**src/inc/adc_seq_pkg.sv**
```systemverilog
/*
  shared constants for the converter sequencer: register indices,
  field positions, reset values, timing counts and the state encoding.
  assumes a 100 MHz system clock and a Wishbone word-addressed map.
*/
`default_nettype none

package adc_seq_pkg;

  // ----------------------------------------------------------------
  // widths
  // ----------------------------------------------------------------
  localparam int unsigned RESULT_WIDTH = 10;
  localparam int unsigned CHANNEL_COUNT = 9;
  localparam int unsigned COUNT_WIDTH = 9;

  // ----------------------------------------------------------------
  // register word indices (byte address = 4 * index)
  // ----------------------------------------------------------------
  localparam logic [2:0] IDX_CONTROL_STATUS = 3'h0;
  localparam logic [2:0] IDX_RESULT_HIGH = 3'h1;
  localparam logic [2:0] IDX_POWER = 3'h2;
  localparam logic [2:0] IDX_IRQ_STATUS = 3'h3;
  localparam logic [2:0] IDX_IRQ_MASK = 3'h4;

  // ----------------------------------------------------------------
  // field positions
  // ----------------------------------------------------------------
  localparam int unsigned CS_DONE_BIT = 7;
  localparam int unsigned CS_COMPARE_BIT = 6;
  localparam int unsigned CS_SAMPLE_TIME_SELECT_LSB = 4;
  localparam int unsigned CS_CHANNEL_LSB = 0;
  localparam int unsigned CS_RESULT_LSB = 0;
  localparam int unsigned PWR_ENABLE_BIT = 0;
  localparam int unsigned IRQ_DONE_BIT = 0;
  localparam int unsigned IRQ_COMPARE_BIT = 1;

  // ----------------------------------------------------------------
  // reset values and the first trial code
  // ----------------------------------------------------------------
  localparam logic [3:0] CHANNEL_RESET = 4'h0;
  localparam logic [1:0] SAMPLE_TIME_SELECT_RESET = 2'h0;
  localparam logic [9:0] RESULT_RESET = 10'h000;
  localparam logic [9:0] TRIAL_FIRST = 10'h200;

  // ----------------------------------------------------------------
  // timing, in oscillator periods unless marked
  // ----------------------------------------------------------------
  localparam int unsigned CLOCK_PERIOD_NS = 10;
  localparam int unsigned OSC_PERIOD_NS = 100;
  localparam int unsigned OSC_DIV_DEFAULT = OSC_PERIOD_NS / CLOCK_PERIOD_NS;
  localparam logic [8:0] SAMPLE_OSC_0 = 9'h014;
  localparam logic [8:0] SAMPLE_OSC_1 = 9'h03C;
  localparam logic [8:0] SAMPLE_OSC_2 = 9'h08C;
  localparam logic [8:0] SAMPLE_OSC_3 = 9'h12C;
  localparam logic [8:0] SAR_OSC = 9'h014;
  localparam logic [8:0] WARMUP_OSC = 9'h014;

  // ----------------------------------------------------------------
  // sequencer states
  // ----------------------------------------------------------------
  typedef enum logic [4:0] {
    ST_OFF = 5'b00001,
    ST_WARMUP = 5'b00010,
    ST_IDLE = 5'b00100,
    ST_SAMPLE = 5'b01000,
    ST_CONVERT = 5'b10000
  } seq_state_t;

endpackage

`default_nettype wire

```
**src/hdl/sync_2ff.sv**
```systemverilog
/*
  two flip-flop synchroniser for a bundle of independent levels.
  assumes each bit is a slow level; no bundle coherence is promised.
*/
`timescale 1ns/1ps
`default_nettype none

module sync_2ff #(
  parameter int unsigned WIDTH = 1
) (
  // clock and reset
  input wire logic clock,
  input wire logic arst_n,
  // levels
  input wire logic [WIDTH-1:0] async_in,
  output logic [WIDTH-1:0] sync_out
);

  if (WIDTH < 1) begin : g_bad_width
    $error("WIDTH must be at least 1");
  end

  typedef struct packed {
    logic [WIDTH-1:0] first;
    logic [WIDTH-1:0] second;
  } sync_t;

  sync_t state_reg;
  sync_t state_next;

  // first stage feeds only the second stage
  always_comb begin
    state_next.first = async_in;
    state_next.second = state_reg.first;
  end

  always_ff @(posedge clock or negedge arst_n) begin
    if (!arst_n) begin
      state_reg <= '0;
    end else begin
      state_reg <= state_next;
    end
  end

  assign sync_out = state_reg.second;

endmodule // sync_2ff

`default_nettype wire

```
**src/hdl/osc_tick_divider.sv**
```systemverilog
/*
  divides the system clock into a one-cycle oscillator-period enable.
  assumes a single clock domain; the tick runs whenever enable is high.
*/
`timescale 1ns/1ps
`default_nettype none

module osc_tick_divider #(
  parameter int unsigned DIV = 10
) (
  // clock and reset
  input wire logic clock,
  input wire logic arst_n,
  // control
  input wire logic enable,
  output logic tick
);

  // a zero divide has no last count to wrap at
  if (DIV < 1) begin : g_bad_div
    $error("DIV must be at least 1");
  end

  localparam int unsigned CW = (DIV > 1) ? $clog2(DIV) : 1;
  localparam logic [CW-1:0] LAST = CW'(DIV - 1);

  typedef struct packed {
    logic [CW-1:0] count;
    logic tick;
  } div_t;

  div_t state_reg;
  div_t state_next;

  always_comb begin
    state_next = state_reg;
    state_next.tick = 1'b0;
    if (!enable) begin
      state_next.count = '0;
    end else if (state_reg.count == LAST) begin
      state_next.count = '0;
      state_next.tick = 1'b1;
    end else begin
      state_next.count = state_reg.count + CW'(1);
    end
  end

  always_ff @(posedge clock or negedge arst_n) begin
    if (!arst_n) begin
      state_reg <= '0;
    end else begin
      state_reg <= state_next;
    end
  end

  assign tick = state_reg.tick;

endmodule // osc_tick_divider

`default_nettype wire

```
**src/hdl/sar_adc_sequencer.sv**
```systemverilog
/*
  sequencer for a 10-bit successive approximation converter with a
  nine-way input multiplexer and a half-supply comparator flag.
  assumes an analog front end that samples while sampleHold is high,
  compares its held input against dacCode, and a comparator that
  reports the comparator pin below half supply; both arrive async.
*/
`timescale 1ns/1ps
`default_nettype none

module sar_adc_sequencer #(
  parameter int unsigned OSC_DIV = adc_seq_pkg::OSC_DIV_DEFAULT
) (
  // clock and reset
  input wire logic clock,
  input wire logic arst_n,
  // wishbone slave
  input wire logic wbCyc,
  input wire logic wbStb,
  input wire logic wbWe,
  input wire logic [4:2] wbAdr,
  input wire logic [3:0] wbSel,
  input wire logic [31:0] wbDatIn,
  output logic [31:0] wbDatOut,
  output logic wbAck,
  // analog front end
  input wire logic sarCompare,
  input wire logic halfSupplyBelow,
  output logic converterPowerOn,
  output logic sampleHold,
  output logic [8:0] channelSelect,
  output logic [9:0] dacCode,
  // interrupt
  output logic irq
);

  // ----------------------------------------------------------------
  // parameter check
  // ----------------------------------------------------------------
  // the synchronised comparator lags two cycles; a trial must settle
  // within one oscillator period, so the divider cannot be shorter
  if (OSC_DIV < 4) begin : g_bad_div
    $error("OSC_DIV must be at least 4");
  end

  // ----------------------------------------------------------------
  // state
  // ----------------------------------------------------------------
  typedef struct packed {
    adc_seq_pkg::seq_state_t state;
    logic power;
    logic done;
    logic [3:0] channel;
    logic [1:0] sample_time_select;
    logic [9:0] result;
    logic [9:0] trial;
    logic [8:0] count;
    logic [8:0] chanSel;
    logic sampling;
    logic [1:0] irqStatus;
    logic [1:0] irqMask;
    logic irq;
    logic ack;
    logic [31:0] rdata;
  } seq_t;

  seq_t state_reg;
  seq_t state_next;

  logic oscTick;
  logic sarCmpSync;
  logic belowSync;

  // ----------------------------------------------------------------
  // helpers
  // ----------------------------------------------------------------
  // oscillator tick comes from the system clock, so processor
  // speed modes that slow that clock also stretch a conversion
  osc_tick_divider #(
    .DIV(OSC_DIV)
  ) u_div (
    .clock(clock),
    .arst_n(arst_n),
    .enable(state_reg.power),
    .tick(oscTick)
  );

  sync_2ff #(
    .WIDTH(2)
  ) u_sync (
    .clock(clock),
    .arst_n(arst_n),
    .async_in({sarCompare, halfSupplyBelow}),
    .sync_out({sarCmpSync, belowSync})
  );

  function automatic logic [8:0] sample_len(input logic [1:0] sel);
    case (sel)
      2'h0: sample_len = adc_seq_pkg::SAMPLE_OSC_0;
      2'h1: sample_len = adc_seq_pkg::SAMPLE_OSC_1;
      2'h2: sample_len = adc_seq_pkg::SAMPLE_OSC_2;
      default: sample_len = adc_seq_pkg::SAMPLE_OSC_3;
    endcase
  endfunction

  function automatic logic [8:0] chan_decode(input logic [3:0] ch);
    logic [8:0] sel;
    sel = 9'h000;
    if (ch >= 4'h1 && ch <= 4'h9) begin
      sel[ch - 4'h1] = 1'b1;
    end
    chan_decode = sel;
  endfunction

  // ----------------------------------------------------------------
  // next state
  // ----------------------------------------------------------------
  logic accept;
  logic wrEn;
  logic doneEvent;
  logic cmpEvent;
  logic [9:0] t;
  logic [3:0] idx;
  logic [1:0] clr;
  logic [7:0] csRead;

  always_comb begin
    state_next = state_reg;
    t = state_reg.trial;
    idx = 4'h0;
    clr = 2'h0;
    doneEvent = 1'b0;
    cmpEvent = 1'b0;
    csRead = 8'h00;

    // the edge at which ack is high is the one the master samples
    accept = wbCyc & wbStb & state_reg.ack;
    wrEn = accept & wbWe & wbSel[0];
    state_next.ack = wbCyc & wbStb & ~state_reg.ack;

    case (state_reg.state)
      adc_seq_pkg::ST_OFF: begin
        if (state_reg.power) begin
          state_next.state = adc_seq_pkg::ST_WARMUP;
          state_next.count = 9'h000;
        end
      end
      adc_seq_pkg::ST_WARMUP: begin
        if (oscTick) begin
          if (state_reg.count == adc_seq_pkg::WARMUP_OSC - 9'h001) begin
            state_next.state = adc_seq_pkg::ST_IDLE;
            state_next.done = 1'b1;
          end else begin
            state_next.count = state_reg.count + 9'h001;
          end
        end
      end
      adc_seq_pkg::ST_IDLE: begin
        state_next.sampling = 1'b0;
      end
      adc_seq_pkg::ST_SAMPLE: begin
        if (oscTick) begin
          if (state_reg.count == sample_len(state_reg.sample_time_select) - 9'h001) begin
            state_next.state = adc_seq_pkg::ST_CONVERT;
            state_next.count = 9'h000;
            state_next.sampling = 1'b0;
            state_next.trial = adc_seq_pkg::TRIAL_FIRST;
          end else begin
            state_next.count = state_reg.count + 9'h001;
          end
        end
      end
      adc_seq_pkg::ST_CONVERT: begin
        // two periods per bit: set the trial, then keep or drop it
        if (oscTick) begin
          if (state_reg.count[0]) begin
            idx = 4'h9 - 4'(state_reg.count[4:1]);
            t[idx] = sarCmpSync;
            if (idx != 4'h0) begin
              t[idx - 4'h1] = 1'b1;
            end
            state_next.trial = t;
          end
          if (state_reg.count == adc_seq_pkg::SAR_OSC - 9'h001) begin
            state_next.state = adc_seq_pkg::ST_IDLE;
            state_next.result = t;
            state_next.done = 1'b1;
            doneEvent = 1'b1;
          end else begin
            state_next.count = state_reg.count + 9'h001;
          end
        end
      end
      default: begin
        state_next.state = adc_seq_pkg::ST_OFF;
      end
    endcase

    // comparator event is gated by the period tick, so a low pin
    // keeps raising it every period rather than once
    cmpEvent = oscTick & belowSync;

    // powering down aborts whatever runs
    if (!state_reg.power) begin
      state_next.state = adc_seq_pkg::ST_OFF;
      state_next.done = 1'b0;
      state_next.sampling = 1'b0;
    end

    // register writes
    if (wrEn) begin
      case (wbAdr)
        adc_seq_pkg::IDX_CONTROL_STATUS: begin
          state_next.channel =
            wbDatIn[adc_seq_pkg::CS_CHANNEL_LSB +: 4];
          state_next.sample_time_select = wbDatIn[adc_seq_pkg::CS_SAMPLE_TIME_SELECT_LSB +: 2];
          state_next.done = 1'b0;
          if (state_reg.power) begin
            // old result stays readable; busy shows through done
            state_next.state = adc_seq_pkg::ST_SAMPLE;
            state_next.count = 9'h000;
            state_next.sampling = 1'b1;
          end
        end
        adc_seq_pkg::IDX_POWER: begin
          state_next.power = wbDatIn[adc_seq_pkg::PWR_ENABLE_BIT];
        end
        adc_seq_pkg::IDX_IRQ_STATUS: begin
          clr = wbDatIn[1:0];
        end
        adc_seq_pkg::IDX_IRQ_MASK: begin
          state_next.irqMask = wbDatIn[1:0];
        end
        default: begin
          state_next.irqMask = state_reg.irqMask;
        end
      endcase
    end

    // set wins over the clear written in the same cycle
    state_next.irqStatus = (state_reg.irqStatus & ~clr);
    state_next.irqStatus[adc_seq_pkg::IRQ_DONE_BIT] =
      state_next.irqStatus[adc_seq_pkg::IRQ_DONE_BIT] | doneEvent;
    state_next.irqStatus[adc_seq_pkg::IRQ_COMPARE_BIT] =
      state_next.irqStatus[adc_seq_pkg::IRQ_COMPARE_BIT] | cmpEvent;
    state_next.irq = |(state_reg.irqStatus & state_reg.irqMask);

    // multiplexer only while powered
    state_next.chanSel = state_next.power ?
      chan_decode(state_next.channel) : 9'h000;

    // read data, captured with the ack
    csRead[adc_seq_pkg::CS_DONE_BIT] = state_reg.done;
    csRead[adc_seq_pkg::CS_COMPARE_BIT] = belowSync;
    csRead[adc_seq_pkg::CS_SAMPLE_TIME_SELECT_LSB +: 2] = state_reg.sample_time_select;
    csRead[adc_seq_pkg::CS_RESULT_LSB +: 2] =
      state_reg.result[1:0];
    state_next.rdata = 32'h0000_0000;
    if (wbCyc && wbStb && !state_reg.ack && !wbWe) begin
      case (wbAdr)
        adc_seq_pkg::IDX_CONTROL_STATUS: begin
          state_next.rdata = {24'h00_0000, csRead};
        end
        adc_seq_pkg::IDX_RESULT_HIGH: begin
          state_next.rdata = {24'h00_0000, state_reg.result[9:2]};
        end
        adc_seq_pkg::IDX_POWER: begin
          state_next.rdata = {31'h0000_0000, state_reg.power};
        end
        adc_seq_pkg::IDX_IRQ_STATUS: begin
          state_next.rdata = {30'h0000_0000, state_reg.irqStatus};
        end
        adc_seq_pkg::IDX_IRQ_MASK: begin
          state_next.rdata = {30'h0000_0000, state_reg.irqMask};
        end
        default: begin
          state_next.rdata = 32'h0000_0000;
        end
      endcase
    end
  end

  // ----------------------------------------------------------------
  // registers
  // ----------------------------------------------------------------
  always_ff @(posedge clock or negedge arst_n) begin
    if (!arst_n) begin
      state_reg.state <= adc_seq_pkg::ST_OFF;
      state_reg.power <= 1'b0;
      state_reg.done <= 1'b0;
      state_reg.channel <= adc_seq_pkg::CHANNEL_RESET;
      state_reg.sample_time_select <= adc_seq_pkg::SAMPLE_TIME_SELECT_RESET;
      state_reg.result <= adc_seq_pkg::RESULT_RESET;
      state_reg.trial <= adc_seq_pkg::RESULT_RESET;
      state_reg.count <= 9'h000;
      state_reg.chanSel <= 9'h000;
      state_reg.sampling <= 1'b0;
      state_reg.irqStatus <= 2'h0;
      state_reg.irqMask <= 2'h0;
      state_reg.irq <= 1'b0;
      state_reg.ack <= 1'b0;
      state_reg.rdata <= 32'h0000_0000;
    end else begin
      state_reg <= state_next;
    end
  end

  // ----------------------------------------------------------------
  // outputs
  // ----------------------------------------------------------------
  assign wbDatOut = state_reg.rdata;
  assign wbAck = state_reg.ack;
  assign converterPowerOn = state_reg.power;
  assign sampleHold = state_reg.sampling;
  assign channelSelect = state_reg.chanSel;
  assign dacCode = state_reg.trial;
  assign irq = state_reg.irq;

endmodule // sar_adc_sequencer

`default_nettype wire

```
**config.mk**
```make
export PLATFORM = sky130hd
export DESIGN_NAME = sar_adc_sequencer
export DESIGN_NICKNAME = d
export VERILOG_FILES = /design/src/inc/adc_seq_pkg.sv /design/src/hdl/sync_2ff.sv /design/src/hdl/osc_tick_divider.sv /design/src/hdl/sar_adc_sequencer.sv
export SDC_FILE = /design/constraint.sdc
export NUM_CORES = 1
export LEC_CHECK = 0
export BUFFER_PORTS_ARGS = -buffer_cell sky130_fd_sc_hd__buf_4
export CORE_MARGIN = 3
export CORE_UTILIZATION = 30
export DETAILED_ROUTE_END_ITERATION = 10
export PLACE_DENSITY = 0.6
export SYNTH_ARGS = -nofsm -noshare
export SYNTH_HDL_FRONTEND = slang
export SYNTH_SLANG_ARGS = --single-unit
export TNS_END_PERCENT = 1
```
**constraint.sdc**
```tcl
create_clock -name clock -period 3 [get_ports clock]
set_clock_uncertainty 0.2 [all_clocks]
set_input_delay 0.9 -clock clock [delete_from_list [all_inputs] [get_ports clock]]
set_output_delay 0.9 -clock clock [all_outputs]
set_load 0.1 [all_outputs]
```
==> summary by stage <==
Timing
At the pin with the least slew margin, the transition time is about 570 ps. Setup repair after global routing left no endpoint under its margin. Setup total negative slack on the finished layout was measured at 0 ps. The minimum clock period after layout is 2560 ps. The setup violation total in the final timing report is 0. Across all setup checks in the final design, the least slack found is 436 ps. The tightest hold path in the finished design has a slack of around 150 ps. The tightest slew margin relative to the limit is 0.614. The highest achievable clock rate is 390 MHz. The final hold violation count is 0. The number of pins with negative max-slew slack in the final report is 0. Dividing the final minimum period by the clock period gives 0.855.

Yosys
The flip-flop and latch count after synthesis is 75. The largest total area in the synthesized netlist belongs to sky130_fd_sc_hd__dfrtp_1. The average instance in the mapped netlist occupies slightly above 9 um2. In the post-synthesis netlist, the biggest area contributors are sky130_fd_sc_hd__dfrtp_1, sky130_fd_sc_hd__buf_4, sky130_fd_sc_hd__nand2_1.

Synthesis instantiated 67 different standard cells from the library. Synthesis produced around 470 cells. The synthesized area is 0.00438 mm2. The sequential-to-total area share from yosys stat is 0.429.

The share of synthesized area in the top cell type comes to 0.423. In the synthesized netlist the async set-or-reset flop fraction comes to 1.00. In this run, synthesis inferred 0 flip-flops with an integrated enable. During synthesis, Yosys emitted a total of 0 warnings.

The most instantiated flip-flop cell in the synthesis netlist is sky130_fd_sc_hd__dfrtp_1.

Critical path
Of all nets on the critical path, the largest fanout is 6. The capturing element type of the critical path is a flop. Traced cell by cell, the critical path runs through inv_1, ha_1, xnor2_1, nand2_1, nor3_1, mux2i_1, o41ai_1, mux2_2. Data on the critical path arrives at its endpoint at 2580 ps. The worst setup path is of the flop to flop kind. The slowest stage of the critical path belongs to the cell sky130_fd_sc_hd__dfrtp_1. For this run, the slowest stage of the critical path takes 430 ps. The kind of cell with the highest combined delay on the critical path is multiplexers. The worst path required time is 3020 ps. The kind of start point of the critical path is a flop. The combined buffer and inverter count along the critical path is 1.

Route
The post-route antenna net violation count is 0. The count of unresolved DRC violations after routing is 0. The wire length reported by the detailed router is 10.2 mm. The first-iteration detailed-routing DRC count is 145. Summing over every cut layer, the via total after detailed routing is between 3000 and 4000. In the routed layout, each cell is associated on average with a via count of 5.04.

The first detailed-routing pass ran for 5 iterations. After detailed routing, the average wire length per cell comes to roughly 15 um.

Job
The number of max-cap violations is 0.

Clock tree
The post-CTS setup-driven buffer insertion count is 0. At the later pin of the worst-skew pair, clock insertion delay measures around 330 ps. The clock tree root driver cell is sky130_fd_sc_hd__clkbuf_16. The clock drives 75 sinks. The total of hold buffers inserted after clock tree synthesis is 0. The H-tree was split into 3 levels.

After clock tree synthesis, the clock-pin slew on the worst setup and hold paths is around 60 ps. The number of gates resized after cts is 0. TritonCTS built the clock tree. The clock passes through at most 2 buffers. The number of buffers created by CTS is 9.

Hold path
The min-delay analysis places its worst path in the category flop to flop.

GRT
The via count of the first global-routing pass is ~3300. The global route total overflow is 0. The first global-routing pass estimated 16.7 mm of wire. The largest net degree at the start of global routing is 45.

The global routing usage summed across all routing layers is 0.129. The number of antenna violations at the first check in global routing is 0.

Floorplanning
In this run the horizontal extent of the chip is 127 um. The floorplan has 43 rows. 101 I/O pins were placed. The area enclosed by the die boundary is about 0.016 mm2.

The core region is 0.0141 mm2. The effective utilization at floorplan is 0.311. The die is 127 um tall.

Cells and area
0 antenna diodes ended up in the layout. The summed area of non-filler cells in the final layout is 0.00497 mm2. The net count of the finished layout is about 540. In the final layout, the share of cells above drive strength 1 is 0.200. The signed area change from the synthesized netlist to the final layout is 13.5%. The filler cell count is 1452. The footprint of the flip-flops and latches is 0.00188 mm2. The leading cell type in the layout, fill and taps excluded is sky130_fd_sc_hd__dfrtp_1. In the final layout, the multi-input gates occupy 0.00207 mm2.

Leaving out fill and tap cells, the most frequent cells in the layout are sky130_fd_sc_hd__dfrtp_1, sky130_fd_sc_hd__buf_4, sky130_fd_sc_hd__nand2_1. The flip-flop count of the largest register, all copies and words added is 30.

Placed design
The congestion estimate from routability-driven global placement came to 0.856. At the placement stage, the worst setup path has a slack of 112 ps. The total of buffers placed on input and output ports is between 40 and 50. The placed standard-cell area is between 0.004 and 0.005 mm2. The placed wire-length estimate is 7.40 mm.

Status
The run finished with clean final reports.

Pwr
The power density relative to cell area is 598 mW/mm2. In this run the static leakage power is 2.32 nW. The peak ir drop on the vdd network is ~0.38 mV.
-- cells by family after synthesis --
family | after synthesis | synth area share
AO/OA/AOI/OAI | 92 | 0.144
XOR/XNOR | 6 | 0.0137
adder cells (fa/ha/maj) | 6 | 0.0171
buffers and inverters | 82 | 0.119
flip-flops | 75 | 0.429
multiplexers | 26 | 0.0654
other | 1 | 0.000856
AND/OR/NAND/NOR | 181 | 0.211
-- Yosys cell counts (2+ instances only) --
master / n
sky130_fd_sc_hd__a21o_1: 2
sky130_fd_sc_hd__a21oi_1: 23
sky130_fd_sc_hd__a22o_1: 11
sky130_fd_sc_hd__a2bb2oi_1: 2
sky130_fd_sc_hd__a311oi_1: 3
sky130_fd_sc_hd__a31o_2: 2
sky130_fd_sc_hd__a31oi_1: 6
sky130_fd_sc_hd__and2_1: 3
sky130_fd_sc_hd__and3_1: 10
sky130_fd_sc_hd__buf_2: 4
sky130_fd_sc_hd__buf_4: 51
sky130_fd_sc_hd__buf_6: 2
sky130_fd_sc_hd__clkbuf_1: 13
sky130_fd_sc_hd__dfrtp_1: 74
sky130_fd_sc_hd__ha_1: 6
sky130_fd_sc_hd__inv_1: 11
sky130_fd_sc_hd__mux2_2: 11
sky130_fd_sc_hd__mux2i_1: 14
sky130_fd_sc_hd__nand2_1: 52
sky130_fd_sc_hd__nand2b_1: 10
sky130_fd_sc_hd__nand3_1: 15
sky130_fd_sc_hd__nand3b_1: 3
sky130_fd_sc_hd__nand4_1: 9
sky130_fd_sc_hd__nor2_1: 39
sky130_fd_sc_hd__nor2b_1: 4
sky130_fd_sc_hd__nor3_1: 14
sky130_fd_sc_hd__nor3b_1: 5
sky130_fd_sc_hd__nor4_4: 2
sky130_fd_sc_hd__o21a_1: 3
sky130_fd_sc_hd__o21ai_0: 20
sky130_fd_sc_hd__o2bb2ai_1: 2
sky130_fd_sc_hd__o41ai_1: 2
sky130_fd_sc_hd__or3_1: 4
sky130_fd_sc_hd__xnor2_1: 2
sky130_fd_sc_hd__xor2_1: 3
-- cell type report --
| cell class | count | area share |
|---|---|---|
| well taps | 180 | 0.0453 |
| flip-flops and latches | 75 | 0.378 |
| repair buffers | 59 | 0.0916 |
| clock buffers | 11 | 0.0488 |
| inverters | 11 | 0.00830 |
| multi-input cells | 335 | 0.416 |
| clock inverters | 5 | 0.0126 |
-- final timing paths --
path	startpoint	end	slack, ps	cells past startpoint
hold reg to reg	u_sync.state_next[1]	u_sync.sync_out[1]	150	0
setup / recovery	state_reg[51]	state_reg[72]	440	8
hold / removal	u_sync.state_next[1]	u_sync.sync_out[1]	150	0
min in group asynchronous	arst_n	wbDatOut[4]	300	1
setup reg to reg	state_reg[51]	state_reg[72]	440	8
max in group asynchronous	arst_n	state_reg[85]	1660	2
-- power by group --
part	internal [mW]	leakage [nW]	switching, mW	total [mW]
registers	1.09	1.01	0.0838	1.17
clock network	0.670	0.142	0.436	1.11
logic	0.220	1.16	0.476	0.695
total	1.98	2.32	0.995	2.97
-- layer usage --
metal / up-vias / track usage / routed length (um)
met2: 104 / 0.213 / 5010
met1: 1667 / 0.164 / 4390
met3: 15 / 0.0337 / 559
met5: - / 0 / 0
met4: 0 / 0.0473 / 194
li1: 1621 / - / -
-- metrics by stage --
stage | utilization | cells | total power, mW
after floorplan | - | 492 | 1.76
after global placement | 0.331 | 660 | 1.86
after detailed placement | 0.331 | 660 | 1.88
after CTS | 0.353 | 676 | 3.00
after global routing | 0.353 | 676 | 3.12
final | 0.353 | 676 | 2.97
(Power assumes the default switching activity.)
